$ cat src/logic/fte_pkg.sv
// What this block does
// - key port is not stored, reads zero
// - space bit picks flash or data eeprom
// - config bit overrides space, targets config
// - erase bit makes trigger erase row, self-clears
// - cycles start only with write enable; powers up clear
// - error flag set on trigger, cleared on completion
// - software sets trigger only, hardware clears it
// - write done flag sticky until software clears
// - eight bit table latch moves bytes
// - 22 bit pointer, top bit config space
// - four pointer updates per table access
// - auto update touches only low 21 bits
// - table read uses all 22 pointer bits
// - table write fills holding reg by bits 5:0
// - long write programs block from bits 21:6
// - row erase uses bits 21:6, ignores low six
// - pointer bit zero picks word byte
// - erase only whole 64 byte blocks
// - core stalls during long write, timer ends it
// - holding regs reset to ff, ff leaves byte
// - trigger after loading holding regs programs block
package fte_pkg;

    ////////////////////////////////////////////////////////////////////////
    // timing
    localparam int unsigned CLK_PERIOD_NS = 10;
    localparam int unsigned PROG_TIME_US  = 2000;
    localparam int unsigned PROG_CYCLES   =
        (PROG_TIME_US * 1000 + CLK_PERIOD_NS - 1) / CLK_PERIOD_NS;

    ////////////////////////////////////////////////////////////////////////
    // register selects on the special-function port
    localparam logic [2:0] SEL_CTRL   = 3'h0;
    localparam logic [2:0] SEL_KEY    = 3'h1;
    localparam logic [2:0] SEL_LATCH  = 3'h2;
    localparam logic [2:0] SEL_PTR_U  = 3'h3;
    localparam logic [2:0] SEL_PTR_H  = 3'h4;
    localparam logic [2:0] SEL_PTR_L  = 3'h5;

    // control register bit positions
    localparam int unsigned BIT_SPACE = 7;
    localparam int unsigned BIT_CFG   = 6;
    localparam int unsigned BIT_ERASE = 4;
    localparam int unsigned BIT_ERR   = 3;
    localparam int unsigned BIT_WRITE_ENABLE_BIT  = 2;
    localparam int unsigned BIT_WR    = 1;

    localparam logic [7:0] KEY_FIRST  = 8'h55;
    localparam logic [7:0] KEY_SECOND = 8'haa;

    ////////////////////////////////////////////////////////////////////////
    // sizes and reset values
    localparam int unsigned PTR_W      = 22;
    localparam int unsigned LOW_W      = 21;
    localparam int unsigned HOLD_DEPTH = 64;
    localparam int unsigned IDX_W      = 6;
    localparam logic [7:0]  HOLD_EMPTY = 8'hff;
    localparam logic [7:0]  LATCH_RST  = 8'h00;
    localparam logic [21:0] PTR_RST    = 22'h000000;
    localparam logic [5:0]  IDX_LAST   = 6'h3f;

    ////////////////////////////////////////////////////////////////////////
    // types
    typedef enum logic [1:0] {
        TBL_KEEP    = 2'h0,
        TBL_POSTINC = 2'h1,
        TBL_POSTDEC = 2'h2,
        TBL_PREINC  = 2'h3
    } fte_tbl_mode_t;

    typedef enum logic [1:0] {
        TGT_EEPROM = 2'h0,
        TGT_FLASH  = 2'h1,
        TGT_CONFIG = 2'h2
    } fte_target_t;

    typedef struct packed {
        logic       wr;
        logic       rd;
        logic [2:0] sel;
        logic [7:0] wdata;
    } fte_sfr_req_t;

    typedef struct packed {
        logic          req;
        logic          write;
        fte_tbl_mode_t mode;
    } fte_tbl_req_t;

    typedef struct packed {
        logic        en;
        logic [21:0] addr;
    } fte_rd_t;

    typedef struct packed {
        logic        we;
        logic        erase;
        fte_target_t target;
        logic [21:0] addr;
        logic [7:0]  data;
    } fte_prog_t;

endpackage

$ cat src/logic/fte_ctrl.sv
module fte_ctrl #(
    parameter int unsigned PROG_CYCLES = fte_pkg::PROG_CYCLES
) (
    input  wire logic                 CLOCK,
    input  wire logic                 ARST_N,
    input  wire logic                 POR_N,
    input  wire fte_pkg::fte_sfr_req_t SFR_REQ,
    output fte_pkg::fte_sfr_req_t     SFR_ECHO_UNUSED_N,
    output logic [7:0]                SFR_RDATA,
    input  wire fte_pkg::fte_tbl_req_t TBL_REQ,
    output logic                      TBL_DONE,
    output fte_pkg::fte_rd_t          FLASH_RD,
    input  wire logic [15:0]          FLASH_RDATA,
    output fte_pkg::fte_prog_t        FLASH_PROG,
    output logic                      CORE_STALL,
    input  wire logic                 DONE_CLR,
    output logic                      WRITE_DONE_FLAG
);

    ////////////////////////////////////////////////////////////////////////
    // reset release
    logic [1:0] rst_sync;
    logic [1:0] por_sync;
    logic       rst_n;
    logic       por_n;

    always_ff @(posedge CLOCK or negedge ARST_N) begin
        if (!ARST_N) begin
            rst_sync <= 2'h0;
        end else begin
            rst_sync <= {rst_sync[0], 1'b1};
        end
    end

    always_ff @(posedge CLOCK or negedge POR_N) begin
        if (!POR_N) begin
            por_sync <= 2'h0;
        end else begin
            por_sync <= {por_sync[0], 1'b1};
        end
    end

    assign rst_n = rst_sync[1];
    assign por_n = por_sync[1];

    ////////////////////////////////////////////////////////////////////////
    // states
    typedef enum logic [2:0] {
        KEY_IDLE  = 3'b001,
        KEY_GOT1  = 3'b010,
        KEY_ARMED = 3'b100
    } fte_key_t;

    typedef enum logic [4:0] {
        P_IDLE   = 5'b00001,
        P_ERASE  = 5'b00010,
        P_STREAM = 5'b00100,
        P_WAIT   = 5'b01000,
        P_FINISH = 5'b10000
    } fte_prog_st_t;

    fte_key_t             key_st;
    fte_prog_st_t         prog_st;
    logic                 space;
    logic                 cfg;
    logic                 erase_en;
    logic                 wr_err;
    logic                 write_enable_bit;
    logic                 wr;
    logic [7:0]           latch;
    logic [21:0]          ptr;
    logic [15:0]          blk;
    logic                 op_erase;
    fte_pkg::fte_target_t target;
    logic [5:0]           idx;
    logic                 rd_wait;
    logic                 timer_exp;
    logic [7:0]           hold_byte;

    logic ctrl_wr;
    logic start;
    logic tbl_take;
    assign ctrl_wr = SFR_REQ.wr && SFR_REQ.sel == fte_pkg::SEL_CTRL;
    assign start   = ctrl_wr && SFR_REQ.wdata[fte_pkg::BIT_WR]
                     && key_st == KEY_ARMED && write_enable_bit
                     && prog_st == P_IDLE;
    assign tbl_take = TBL_REQ.req && prog_st == P_IDLE
                      && !FLASH_RD.en && !rd_wait;

    assign SFR_ECHO_UNUSED_N = '0;

    ////////////////////////////////////////////////////////////////////////
    // unlock sequence: any other write breaks it
    always_ff @(posedge CLOCK or negedge rst_n) begin
        if (!rst_n) begin
            key_st <= KEY_IDLE;
        end else if (SFR_REQ.wr) begin
            if (SFR_REQ.sel != fte_pkg::SEL_KEY) begin
                key_st <= KEY_IDLE;
            end else if (SFR_REQ.wdata == fte_pkg::KEY_FIRST) begin
                key_st <= KEY_GOT1;
            end else if (key_st == KEY_GOT1
                         && SFR_REQ.wdata == fte_pkg::KEY_SECOND) begin
                key_st <= KEY_ARMED;
            end else begin
                key_st <= KEY_IDLE;
            end
        end
    end

    ////////////////////////////////////////////////////////////////////////
    // control register
    always_ff @(posedge CLOCK or negedge rst_n) begin
        if (!rst_n) begin
            space    <= 1'b0;
            cfg      <= 1'b0;
            erase_en <= 1'b0;
            write_enable_bit     <= 1'b0;
        end else if (prog_st == P_FINISH) begin
            if (op_erase) begin
                erase_en <= 1'b0;
            end
        end else if (ctrl_wr && prog_st == P_IDLE) begin
            space    <= SFR_REQ.wdata[fte_pkg::BIT_SPACE];
            cfg      <= SFR_REQ.wdata[fte_pkg::BIT_CFG];
            erase_en <= SFR_REQ.wdata[fte_pkg::BIT_ERASE];
            write_enable_bit     <= SFR_REQ.wdata[fte_pkg::BIT_WRITE_ENABLE_BIT];
        end
    end

    // trigger: software can only set it, through the unlock
    always_ff @(posedge CLOCK or negedge rst_n) begin
        if (!rst_n) begin
            wr <= 1'b0;
        end else if (start) begin
            wr <= 1'b1;
        end else if (prog_st == P_FINISH) begin
            wr <= 1'b0;
        end
    end

    // error flag survives a plain reset so a cut-short write is traceable
    always_ff @(posedge CLOCK or negedge por_n) begin
        if (!por_n) begin
            wr_err <= 1'b0;
        end else if (start) begin
            wr_err <= 1'b1;
        end else if (prog_st == P_FINISH) begin
            wr_err <= 1'b0;
        end else if (ctrl_wr) begin
            wr_err <= SFR_REQ.wdata[fte_pkg::BIT_ERR];
        end
    end

    // set wins over a same-cycle clear
    always_ff @(posedge CLOCK or negedge rst_n) begin
        if (!rst_n) begin
            WRITE_DONE_FLAG <= 1'b0;
        end else if (prog_st == P_FINISH) begin
            WRITE_DONE_FLAG <= 1'b1;
        end else if (DONE_CLR) begin
            WRITE_DONE_FLAG <= 1'b0;
        end
    end

    ////////////////////////////////////////////////////////////////////////
    // table pointer and latch
    logic [20:0] acc_low;
    logic [20:0] next_low;
    always_comb begin
        acc_low  = ptr[20:0];
        next_low = ptr[20:0];
        case (TBL_REQ.mode)
            fte_pkg::TBL_KEEP:    next_low = ptr[20:0];
            fte_pkg::TBL_POSTINC: next_low = ptr[20:0] + 21'h1;
            fte_pkg::TBL_POSTDEC: next_low = ptr[20:0] - 21'h1;
            fte_pkg::TBL_PREINC: begin
                acc_low  = ptr[20:0] + 21'h1;
                next_low = acc_low;
            end
            default:              next_low = ptr[20:0];
        endcase
    end

    always_ff @(posedge CLOCK or negedge rst_n) begin
        if (!rst_n) begin
            ptr <= fte_pkg::PTR_RST;
        end else if (tbl_take) begin
            ptr <= {ptr[21], next_low};
        end else if (SFR_REQ.wr) begin
            case (SFR_REQ.sel)
                fte_pkg::SEL_PTR_U: ptr[21:16] <= SFR_REQ.wdata[5:0];
                fte_pkg::SEL_PTR_H: ptr[15:8]  <= SFR_REQ.wdata;
                fte_pkg::SEL_PTR_L: ptr[7:0]   <= SFR_REQ.wdata;
                default:            ptr        <= ptr;
            endcase
        end
    end

    // read returns a word one cycle after the enable
    always_ff @(posedge CLOCK or negedge rst_n) begin
        if (!rst_n) begin
            FLASH_RD <= '0;
            rd_wait  <= 1'b0;
            TBL_DONE <= 1'b0;
        end else begin
            FLASH_RD.en <= tbl_take && !TBL_REQ.write;
            if (tbl_take && !TBL_REQ.write) begin
                FLASH_RD.addr <= {ptr[21], acc_low};
            end
            rd_wait  <= FLASH_RD.en;
            TBL_DONE <= rd_wait || (tbl_take && TBL_REQ.write);
        end
    end

    always_ff @(posedge CLOCK or negedge rst_n) begin
        if (!rst_n) begin
            latch <= fte_pkg::LATCH_RST;
        end else if (rd_wait) begin
            latch <= FLASH_RD.addr[0] ? FLASH_RDATA[15:8]
                                      : FLASH_RDATA[7:0];
        end else if (SFR_REQ.wr && SFR_REQ.sel == fte_pkg::SEL_LATCH) begin
            latch <= SFR_REQ.wdata;
        end
    end

    ////////////////////////////////////////////////////////////////////////
    // holding registers and timer
    fte_hold_buf u_hold (
        .clk       (CLOCK),
        .rst_n     (rst_n),
        .wr_en     (tbl_take && TBL_REQ.write),
        .wr_idx    (acc_low[5:0]),
        .wr_data   (latch),
        .clear_all (prog_st == P_FINISH),
        .rd_idx    (idx),
        .rd_data   (hold_byte)
    );

    fte_prog_timer #(
        .CYCLES (PROG_CYCLES)
    ) u_timer (
        .clk     (CLOCK),
        .rst_n   (rst_n),
        .start   ((prog_st == P_ERASE)
                  || (prog_st == P_STREAM && idx == fte_pkg::IDX_LAST)),
        .expired (timer_exp)
    );

    ////////////////////////////////////////////////////////////////////////
    // long write / erase sequencer
    always_ff @(posedge CLOCK or negedge rst_n) begin
        if (!rst_n) begin
            prog_st  <= P_IDLE;
            blk      <= 16'h0000;
            op_erase <= 1'b0;
            target   <= fte_pkg::TGT_EEPROM;
            idx      <= 6'h00;
        end else begin
            case (prog_st)
                P_IDLE: begin
                    if (start) begin
                        blk      <= ptr[21:6];
                        op_erase <= erase_en;
                        idx      <= 6'h00;
                        if (cfg) begin
                            target <= fte_pkg::TGT_CONFIG;
                        end else if (space) begin
                            target <= fte_pkg::TGT_FLASH;
                        end else begin
                            target <= fte_pkg::TGT_EEPROM;
                        end
                        prog_st <= erase_en ? P_ERASE : P_STREAM;
                    end
                end
                P_ERASE:  prog_st <= P_WAIT;
                P_STREAM: begin
                    idx <= idx + 6'h01;
                    if (idx == fte_pkg::IDX_LAST) begin
                        prog_st <= P_WAIT;
                    end
                end
                P_WAIT: begin
                    if (timer_exp) begin
                        prog_st <= P_FINISH;
                    end
                end
                P_FINISH: prog_st <= P_IDLE;
                default:  prog_st <= P_IDLE;
            endcase
        end
    end

    // only whole 64-byte rows are ever erased; ff bytes are skipped
    always_ff @(posedge CLOCK or negedge rst_n) begin
        if (!rst_n) begin
            FLASH_PROG <= '0;
        end else begin
            FLASH_PROG.erase <= prog_st == P_ERASE;
            FLASH_PROG.we    <= prog_st == P_STREAM
                                && hold_byte != fte_pkg::HOLD_EMPTY;
            FLASH_PROG.target <= target;
            FLASH_PROG.data   <= hold_byte;
            FLASH_PROG.addr   <= (prog_st == P_ERASE) ? {blk, 6'h00}
                                                      : {blk, idx};
        end
    end

    always_ff @(posedge CLOCK or negedge rst_n) begin
        if (!rst_n) begin
            CORE_STALL <= 1'b0;
        end else begin
            CORE_STALL <= start || (prog_st != P_IDLE
                                    && prog_st != P_FINISH);
        end
    end

    ////////////////////////////////////////////////////////////////////////
    // register read-back
    always_ff @(posedge CLOCK or negedge rst_n) begin
        if (!rst_n) begin
            SFR_RDATA <= 8'h00;
        end else if (SFR_REQ.rd) begin
            case (SFR_REQ.sel)
                fte_pkg::SEL_CTRL:  SFR_RDATA <= {space, cfg, 1'b0, erase_en,
                                                  wr_err, write_enable_bit, wr, 1'b0};
                fte_pkg::SEL_KEY:   SFR_RDATA <= 8'h00;
                fte_pkg::SEL_LATCH: SFR_RDATA <= latch;
                fte_pkg::SEL_PTR_U: SFR_RDATA <= {2'h0, ptr[21:16]};
                fte_pkg::SEL_PTR_H: SFR_RDATA <= ptr[15:8];
                fte_pkg::SEL_PTR_L: SFR_RDATA <= ptr[7:0];
                default:            SFR_RDATA <= 8'h00;
            endcase
        end
    end
endmodule // fte_ctrl

$ cat src/logic/fte_hold_buf.sv
module fte_hold_buf (
    input  wire logic       clk,
    input  wire logic       rst_n,
    input  wire logic       wr_en,
    input  wire logic [5:0] wr_idx,
    input  wire logic [7:0] wr_data,
    input  wire logic       clear_all,
    input  wire logic [5:0] rd_idx,
    output logic      [7:0] rd_data
);
    logic [7:0] mem [fte_pkg::HOLD_DEPTH];

    // clear wins over a same-cycle fill: the core is stalled then anyway
    always_ff @(posedge clk or negedge rst_n) begin
        if (!rst_n) begin
            for (int i = 0; i < fte_pkg::HOLD_DEPTH; i++) begin
                mem[i] <= fte_pkg::HOLD_EMPTY;
            end
        end else if (clear_all) begin
            for (int i = 0; i < fte_pkg::HOLD_DEPTH; i++) begin
                mem[i] <= fte_pkg::HOLD_EMPTY;
            end
        end else if (wr_en) begin
            mem[wr_idx] <= wr_data;
        end
    end

    assign rd_data = mem[rd_idx];

endmodule // fte_hold_buf

$ cat src/logic/fte_prog_timer.sv
module fte_prog_timer #(
    parameter int unsigned CYCLES = fte_pkg::PROG_CYCLES
) (
    input  wire logic clk,
    input  wire logic rst_n,
    input  wire logic start,
    output logic      expired
);
    localparam int unsigned W = $clog2(CYCLES + 1);
    localparam logic [W-1:0] LAST = W'(CYCLES - 1);

    logic [W-1:0] cnt;
    logic         running;

    // expired pulses exactly CYCLES edges after start
    always_ff @(posedge clk or negedge rst_n) begin
        if (!rst_n) begin
            running <= 1'b0;
            cnt     <= '0;
            expired <= 1'b0;
        end else begin
            expired <= 1'b0;
            if (start) begin
                running <= 1'b1;
                cnt     <= '0;
            end else if (running) begin
                if (cnt == LAST) begin
                    running <= 1'b0;
                    expired <= 1'b1;
                end else begin
                    cnt <= cnt + 1'b1;
                end
            end
        end
    end

endmodule // fte_prog_timer

$ cat config.mk
export PLATFORM = sky130hd
export DESIGN_NAME = fte_ctrl
export DESIGN_NICKNAME = d
export VERILOG_FILES = /design/src/logic/fte_pkg.sv /design/src/logic/fte_ctrl.sv /design/src/logic/fte_hold_buf.sv /design/src/logic/fte_prog_timer.sv
export SDC_FILE = /design/constraint.sdc
export NUM_CORES = 1
export LEC_CHECK = 0
export ABC_AREA = 1
export BUFFER_PORTS_ARGS = -buffer_cell sky130_fd_sc_hd__buf_2
export CORE_ASPECT_RATIO = 1.5
export CORE_MARGIN = 2
export CORE_UTILIZATION = 44
export DETAILED_ROUTE_END_ITERATION = 8
export PLACE_DENSITY_LB_ADDON = 0.2
export SLEW_MARGIN = 20
export SYNTH_ARGS = -nofsm -noshare
export SYNTH_HDL_FRONTEND = slang
export SYNTH_SLANG_ARGS = --single-unit
$ cat constraint.sdc
create_clock -name CLOCK -period 25.6 [get_ports CLOCK]
set_input_delay 2.56 -clock CLOCK [delete_from_list [all_inputs] [get_ports CLOCK]]
set_output_delay 2.56 -clock CLOCK [all_outputs]
set_load 0.05 [all_outputs]
* Word level (Yosys, flattened, before mapping)
Cells that the tools add are included.
Operators by class: add/subtract/negate cells 4, magnitude comparators 3, equal/unequal tests 28, multiplexer cells 51, bitwise gates (word level) 4, reduce and logical (&&, ||, !) cells 48
Operator list (count):
- $mux W512 | 2
- $bwmux W512 | 1
- $mux W8 | 8
- $mux W21 | 3
- $mux W18 | 3
- $bmux W8 S6 | 1
- $demux W8 S6 | 1
- $pmux W21 S2 | 1
- $pmux W8 S5 | 1
- $reduce_bool A2 Y1 | 11
- $add A21 B1 Y21 const B | 1
- $sub A21 B1 Y21 const B | 1
- $mux W5 | 4
- $pmux W5 S4 | 1
- $add A18 B1 Y18 const B | 1
- $eq A18 B18 Y1 const B | 1
- $logic_and A1 B1 Y1 | 17
- $mux W1 | 17
- $reduce_and A3 Y1 | 5
- $ge A7 B7 Y1 const B | 2
- $not A6 Y7 | 2
- $mux W3 | 4
- $mux W6 | 2
- $pmux W6 S2 | 1
- 29 further kinds | 47
Storage, ports and cells: flip-flop bits (word level) 674, input bits 37, output and inout port bits 81, word-level logic and storage cells 236

* Logic depth before layout (Yosys ltp)
word-level depth 10, gate-level depth with buffers 17, depth with buffers taken out 15

* By module
A second synthesis with hierarchy kept.
Unflattened totals: cells, all modules 4441, area total of the unflattened synthesis 34354.2 µm²
Modules (own cells, without submodules):
- fte_hold_buf | instances 1, cells each 3319, area an instance 25761.0 µm², seq. area each 13452.9 µm²
- fte_ctrl | instances 1, cells each 929, area an instance 7298.2 µm², seq. area each 3555.9 µm²
- fte_prog_timer | instances 1, cells each 193, area an instance 1295.0 µm², seq. area each 500.5 µm²

* Worst setup path after synthesis
Ideal clock, no wire load.
kind in2reg, start point in TBL_REQ[0] (netlist bit), end point reg u_hold.mem[456] (netlist bit), library setup time 0.078 ns, data arrival time 4.170 ns, slack 21.352 ns, cell stages on the path 15, path buffers 3, cell sequence buf_4 -> nand2_2 -> inv_2 -> buf_4 -> o21ai_1 -> o21ai_2 -> nor2_1 -> inv_1 -> nor2_1 -> inv_2 -> buf_2 -> nor2_2 -> nand2_1 -> o21ai_0 -> inv_1
On the way: cells in the longest elaborated chain, start to end 10, elaborated cells between the ends (all ways) 11
RTL lines:
- start: declaration | line fte_ctrl.sv:10 | input wire fte_pkg::fte_tbl_req_t TBL_REQ,
- $eq A2 B2 Y1 * | line fte_ctrl.sv:173 | case (TBL_REQ.mode)
- $mux W21 * | line fte_ctrl.sv:173
- $not A6 Y7 (implied by the code) * | line fte_hold_buf.sv:24 | mem[wr_idx] <= wr_data;
- $ge A7 B7 Y1 (implied by the code) / $lt A7 B1 Y1 (equally long branches) | line fte_hold_buf.sv:24
- $logic_and A1 B1 Y1 (implied by the code) | line fte_hold_buf.sv:24
- $mux W8 (implied by the code) | line fte_hold_buf.sv:24
- $demux W8 S6 * | line fte_hold_buf.sv:24
- $bwmux W512 * | line fte_hold_buf.sv:24
- $mux W512 * | line fte_hold_buf.sv:23 | end else if (wr_en) begin
- $mux W512 * | line fte_hold_buf.sv:19 | end else if (clear_all) begin
- end signal: indexed assignment | line fte_hold_buf.sv:17 | mem[i] <= fte_pkg::HOLD_EMPTY;
- end signal: indexed assignment | line fte_hold_buf.sv:21 | mem[i] <= fte_pkg::HOLD_EMPTY;
- end signal: indexed assignment | line fte_hold_buf.sv:24
- end: declaration | line fte_hold_buf.sv:11 | logic [7:0] mem [fte_pkg::HOLD_DEPTH];
Mark *: on every way between the ends. The rest lies on a longest branch, timed or not. The select of a mux whose other input is x is not followed. A chain may end at the register's enable or synchronous reset.

* Worst setup path in the final report
start point in TBL_REQ[0] (netlist bit), end point reg u_hold.mem[109] (netlist bit)
The elaborated chain is that of the path after synthesis.

==> results.md <==
- Fin Clk Skew: 23.4 ps
- Final #Nets: 4668
- Vias: 29549
- I/O pins: 118
- Largest net degree at the start of global routing: 177
- Post-CTS Hold Fix Bufs: 0
- Seq/Total Area, Yosys: 49.7%
- Most frequent CP cell: inv_1
- Post-synth ARST share: 100%
- Total wire length: 110 mm
- Clk_lat worst skew: 640 ps
- Startpoint types: input port
- Total iterations of the first detailed-routing run: 6
- CTS H-Tree Depth: 3
- DP HPWL: 72.6 mm
- Cell taking the most area after synthesis: dfstp_2
- Status: finished, final reports clean
- Synth top area share: 38.3%
- Req. time, crit path: 26160 ps
- Global-route wire length before repair: 170 mm
- Worst setup EP type: register
- CP arrival: 5880 ps
- Flops & latches, synth: 674
- Synth top area cells: dfstp_2 (38%), nand2_1 (13%), dfrtp_1 (11%), inv_1 (8.7%), o21ai_0 (8.6%)
- Worst Path Max Fanout: 30
- Number of synthesized flops with an enable pin: 0
- Relative slew slack: 29.2%
- Layout cells sized above 1: 20.0%
- Worst-margin pin slew: 1060 ps
- Worst hold slack: 5.51 ps
- FMAX: 188 MHz
- Vias in the first global route: 28707
- Clock Sinks: 674
- Crit share post-route: 20.8%
- Synthesis Warnings: 0
- PortBufs: 104
- Congestion Overflow GR: 0
- Setup repair bufs after CTS: 0
- Type of the worst setup path: input port to register
- Leakage: 17.3 nW
- Post-synth top flop: dfstp_2
- Cell row count: 127
- CTS tree: yes
- Initial DRC Count: 2177
- Cell Pwr Density: 118 mW/mm2
- Chip height: 351 um
- Final setup TNS: 0 ps
- Ant diodes: 0
- Buf/Inv on CP: 6
- RSZ-0062 raised after global routing: no
- HP Class: register to asynchronous set/reset pin
- Clk slew on worst S/H paths: 60 ps
- Fin crit period: 5320 ps
- CP Cell Sequence: buf_2, nand2_2, inv_2, o21ai_1, o21ai_2, inv_2, nor2_1, inv_1, nor2_1, inv_1, o21ai_1, nand2_1, o21ai_0, inv_1
- Distinct cells, synth: 56
- VDD IR-drop max: 0.0732 mV
- Filler cells: 7835
- Avg WL per Cell: 19.2 um
- Longest Clk Path Bufs: 3
- Post-DRT Antenna Nets: 0
- Total track usage: 26.5%
- Max stage delay cell, worst path: o21ai_1
- Initial Util: 44.3%
- Pwr Total: 4.56 mW
- Max-cap violation count: 0
- Core Region: 0.0796 mm2
- Max incr delay on CP: 810 ps
- Die area: 0.0824 mm2
- Root buffer cell: clkbuf_16
- Fin. max-slew vios: 0
- Die X: 235 um
- Resize count post-CTS: 0
- Via/cell ratio: 5.17
- Antenna violations before repair: 0
- Layout area overhead: 10.0%
- CTS Buf Count: 69
- Syn_area_per_cell: 7.59 um2
- Synthesized cell area: 0.0352 mm2
- RD Place Congestion: 0.943
- DR DRC count: 0
- Cell count after synthesis: 4642
- Final hold violations: 0
- Final setup vio count: 0
- Critical path's top delay family: buffers and inverters
==> worst reg2reg max path: stages, from the launching register on <==
cell and delay (ps):
dfrtp_4 740, inv_4 430, buf_4 800, buf_4 770, nand2_1 150, nand3_1 110, nand3_1 80, nand2_1 150
nor2_1 110, nand2_1 70, nand3_1 80, nand2_1 180, nand2_1 100, nor2_1 250, a21oi_1 170
==> synth_stat cells (19+ instances only) <==
cell type  count
nand2_1     1187
a21oi_1      104
dfstp_2      514
nor2_2        48
inv_2         21
nor2_1       262
o21ai_1       90
inv_1        812
o21ai_0      606
clkbuf_1     161
xor2_1        23
nand3_1      292
buf_2         38
nor3_1        30
buf_1         26
buf_4         23
o21ai_2       34
dfrtp_1      160
nand4_1       19
o211ai_1      67
==> metal layers <==
layer	vias up	global-route usage (%)	wire (um)
met4	0	14.7	6410
met1	14041	31.5	43700
met3	260	3.12	5230
li1	14407	-	-
met5	-	0	0
met2	841	46.7	54200
==> path summary, 6_finish.rpt <==
check | from | endpoint | slack, ps | cells past startpoint
max reg2reg | idx[0] | FLASH_PROG[33] | 21260 | 14
min | por_sync[1] | wr_err | 6 | 0
max in group asynchronous | rst_sync[1] | FLASH_PROG[8] | 22700 | 3
max | TBL_REQ[0] | u_hold.mem[109] | 20280 | 14
min reg2reg | por_sync[1] | wr_err | 6 | 0
min in group CLOCK | por_sync[0] | por_sync[1] | 350 | 0
==> logic make-up (layout without fill, tap and decap cells) <==
kind of cell	after synthesis	count (layout)	share of synthesized area, %
AND/OR/NAND/NOR	1879	1879	22.3
AO/OA/AOI/OAI	955	955	14.9
adder cells (fa/ha/maj)	4	4	0.142
multiplexers	3	3	0.0959
XOR/XNOR	25	25	0.643
flip-flops	674	674	49.7
buffers and inverters	1100	1127	12.2
other	2	15	0.0213
==> layout by cell type (no fill, tap or decap), types with 48 or more instances in the layout <==
cell type  instances
dfstp_2          514
dfrtp_1          157
o21ai_0          606
inv_1            812
a21oi_1          101
nor2_2            48
clkbuf_16         72
buf_4             48
nand3_1          292
o21ai_1           90
buf_2            104
nor2_1           262
o211ai_1          67
nand2_1         1187
==> power by group <==
part | internal [mW] | switching [mW] | leakage, nW
logic | 0.449 | 1.28 | 8.75
clock network | 0.622 | 0.446 | 1.17
registers | 1.55 | 0.220 | 7.39
==> through the flow <==
stage               util (%)  setup WS (ps)  std cells  cell area (um2)
floorplan                  -           6410       4655            35300
global placement        45.7          19830       5588            36400
detailed placement      45.7          19700       5588            36400
CTS                     48.7          20360       5714            38700
global route            48.7          19900       5714            38800
finish                  48.7          20280       5714            38800
==> sequential cells by signal (all words and copies together) (netlist names), 2 cells and up <==
name	cells
prog_st	5
idx	6
SFR_RDATA	8
u_hold.mem	512
ptr	22
por_sync	2
FLASH_PROG	34
FLASH_RD	23
blk	16
u_timer.cnt	18
rst_sync	2
target	2
latch	8
key_st	3
==> layout make-up <==
type / count / area, um2 / share of cell area (%)
Sequential cell: 674 / 17500 / 45.2
Multi-Input combinational cell: 2881 / 13500 / 34.8
Inverter: 847 / 3190 / 8.22
Clock buffer: 100 / 2060 / 5.31
Tap cell: 1032 / 1290 / 3.33
Timing Repair Buffer: 154 / 912 / 2.35
Clock inverter: 26 / 310 / 0.801
(Power assumes the default switching activity.)
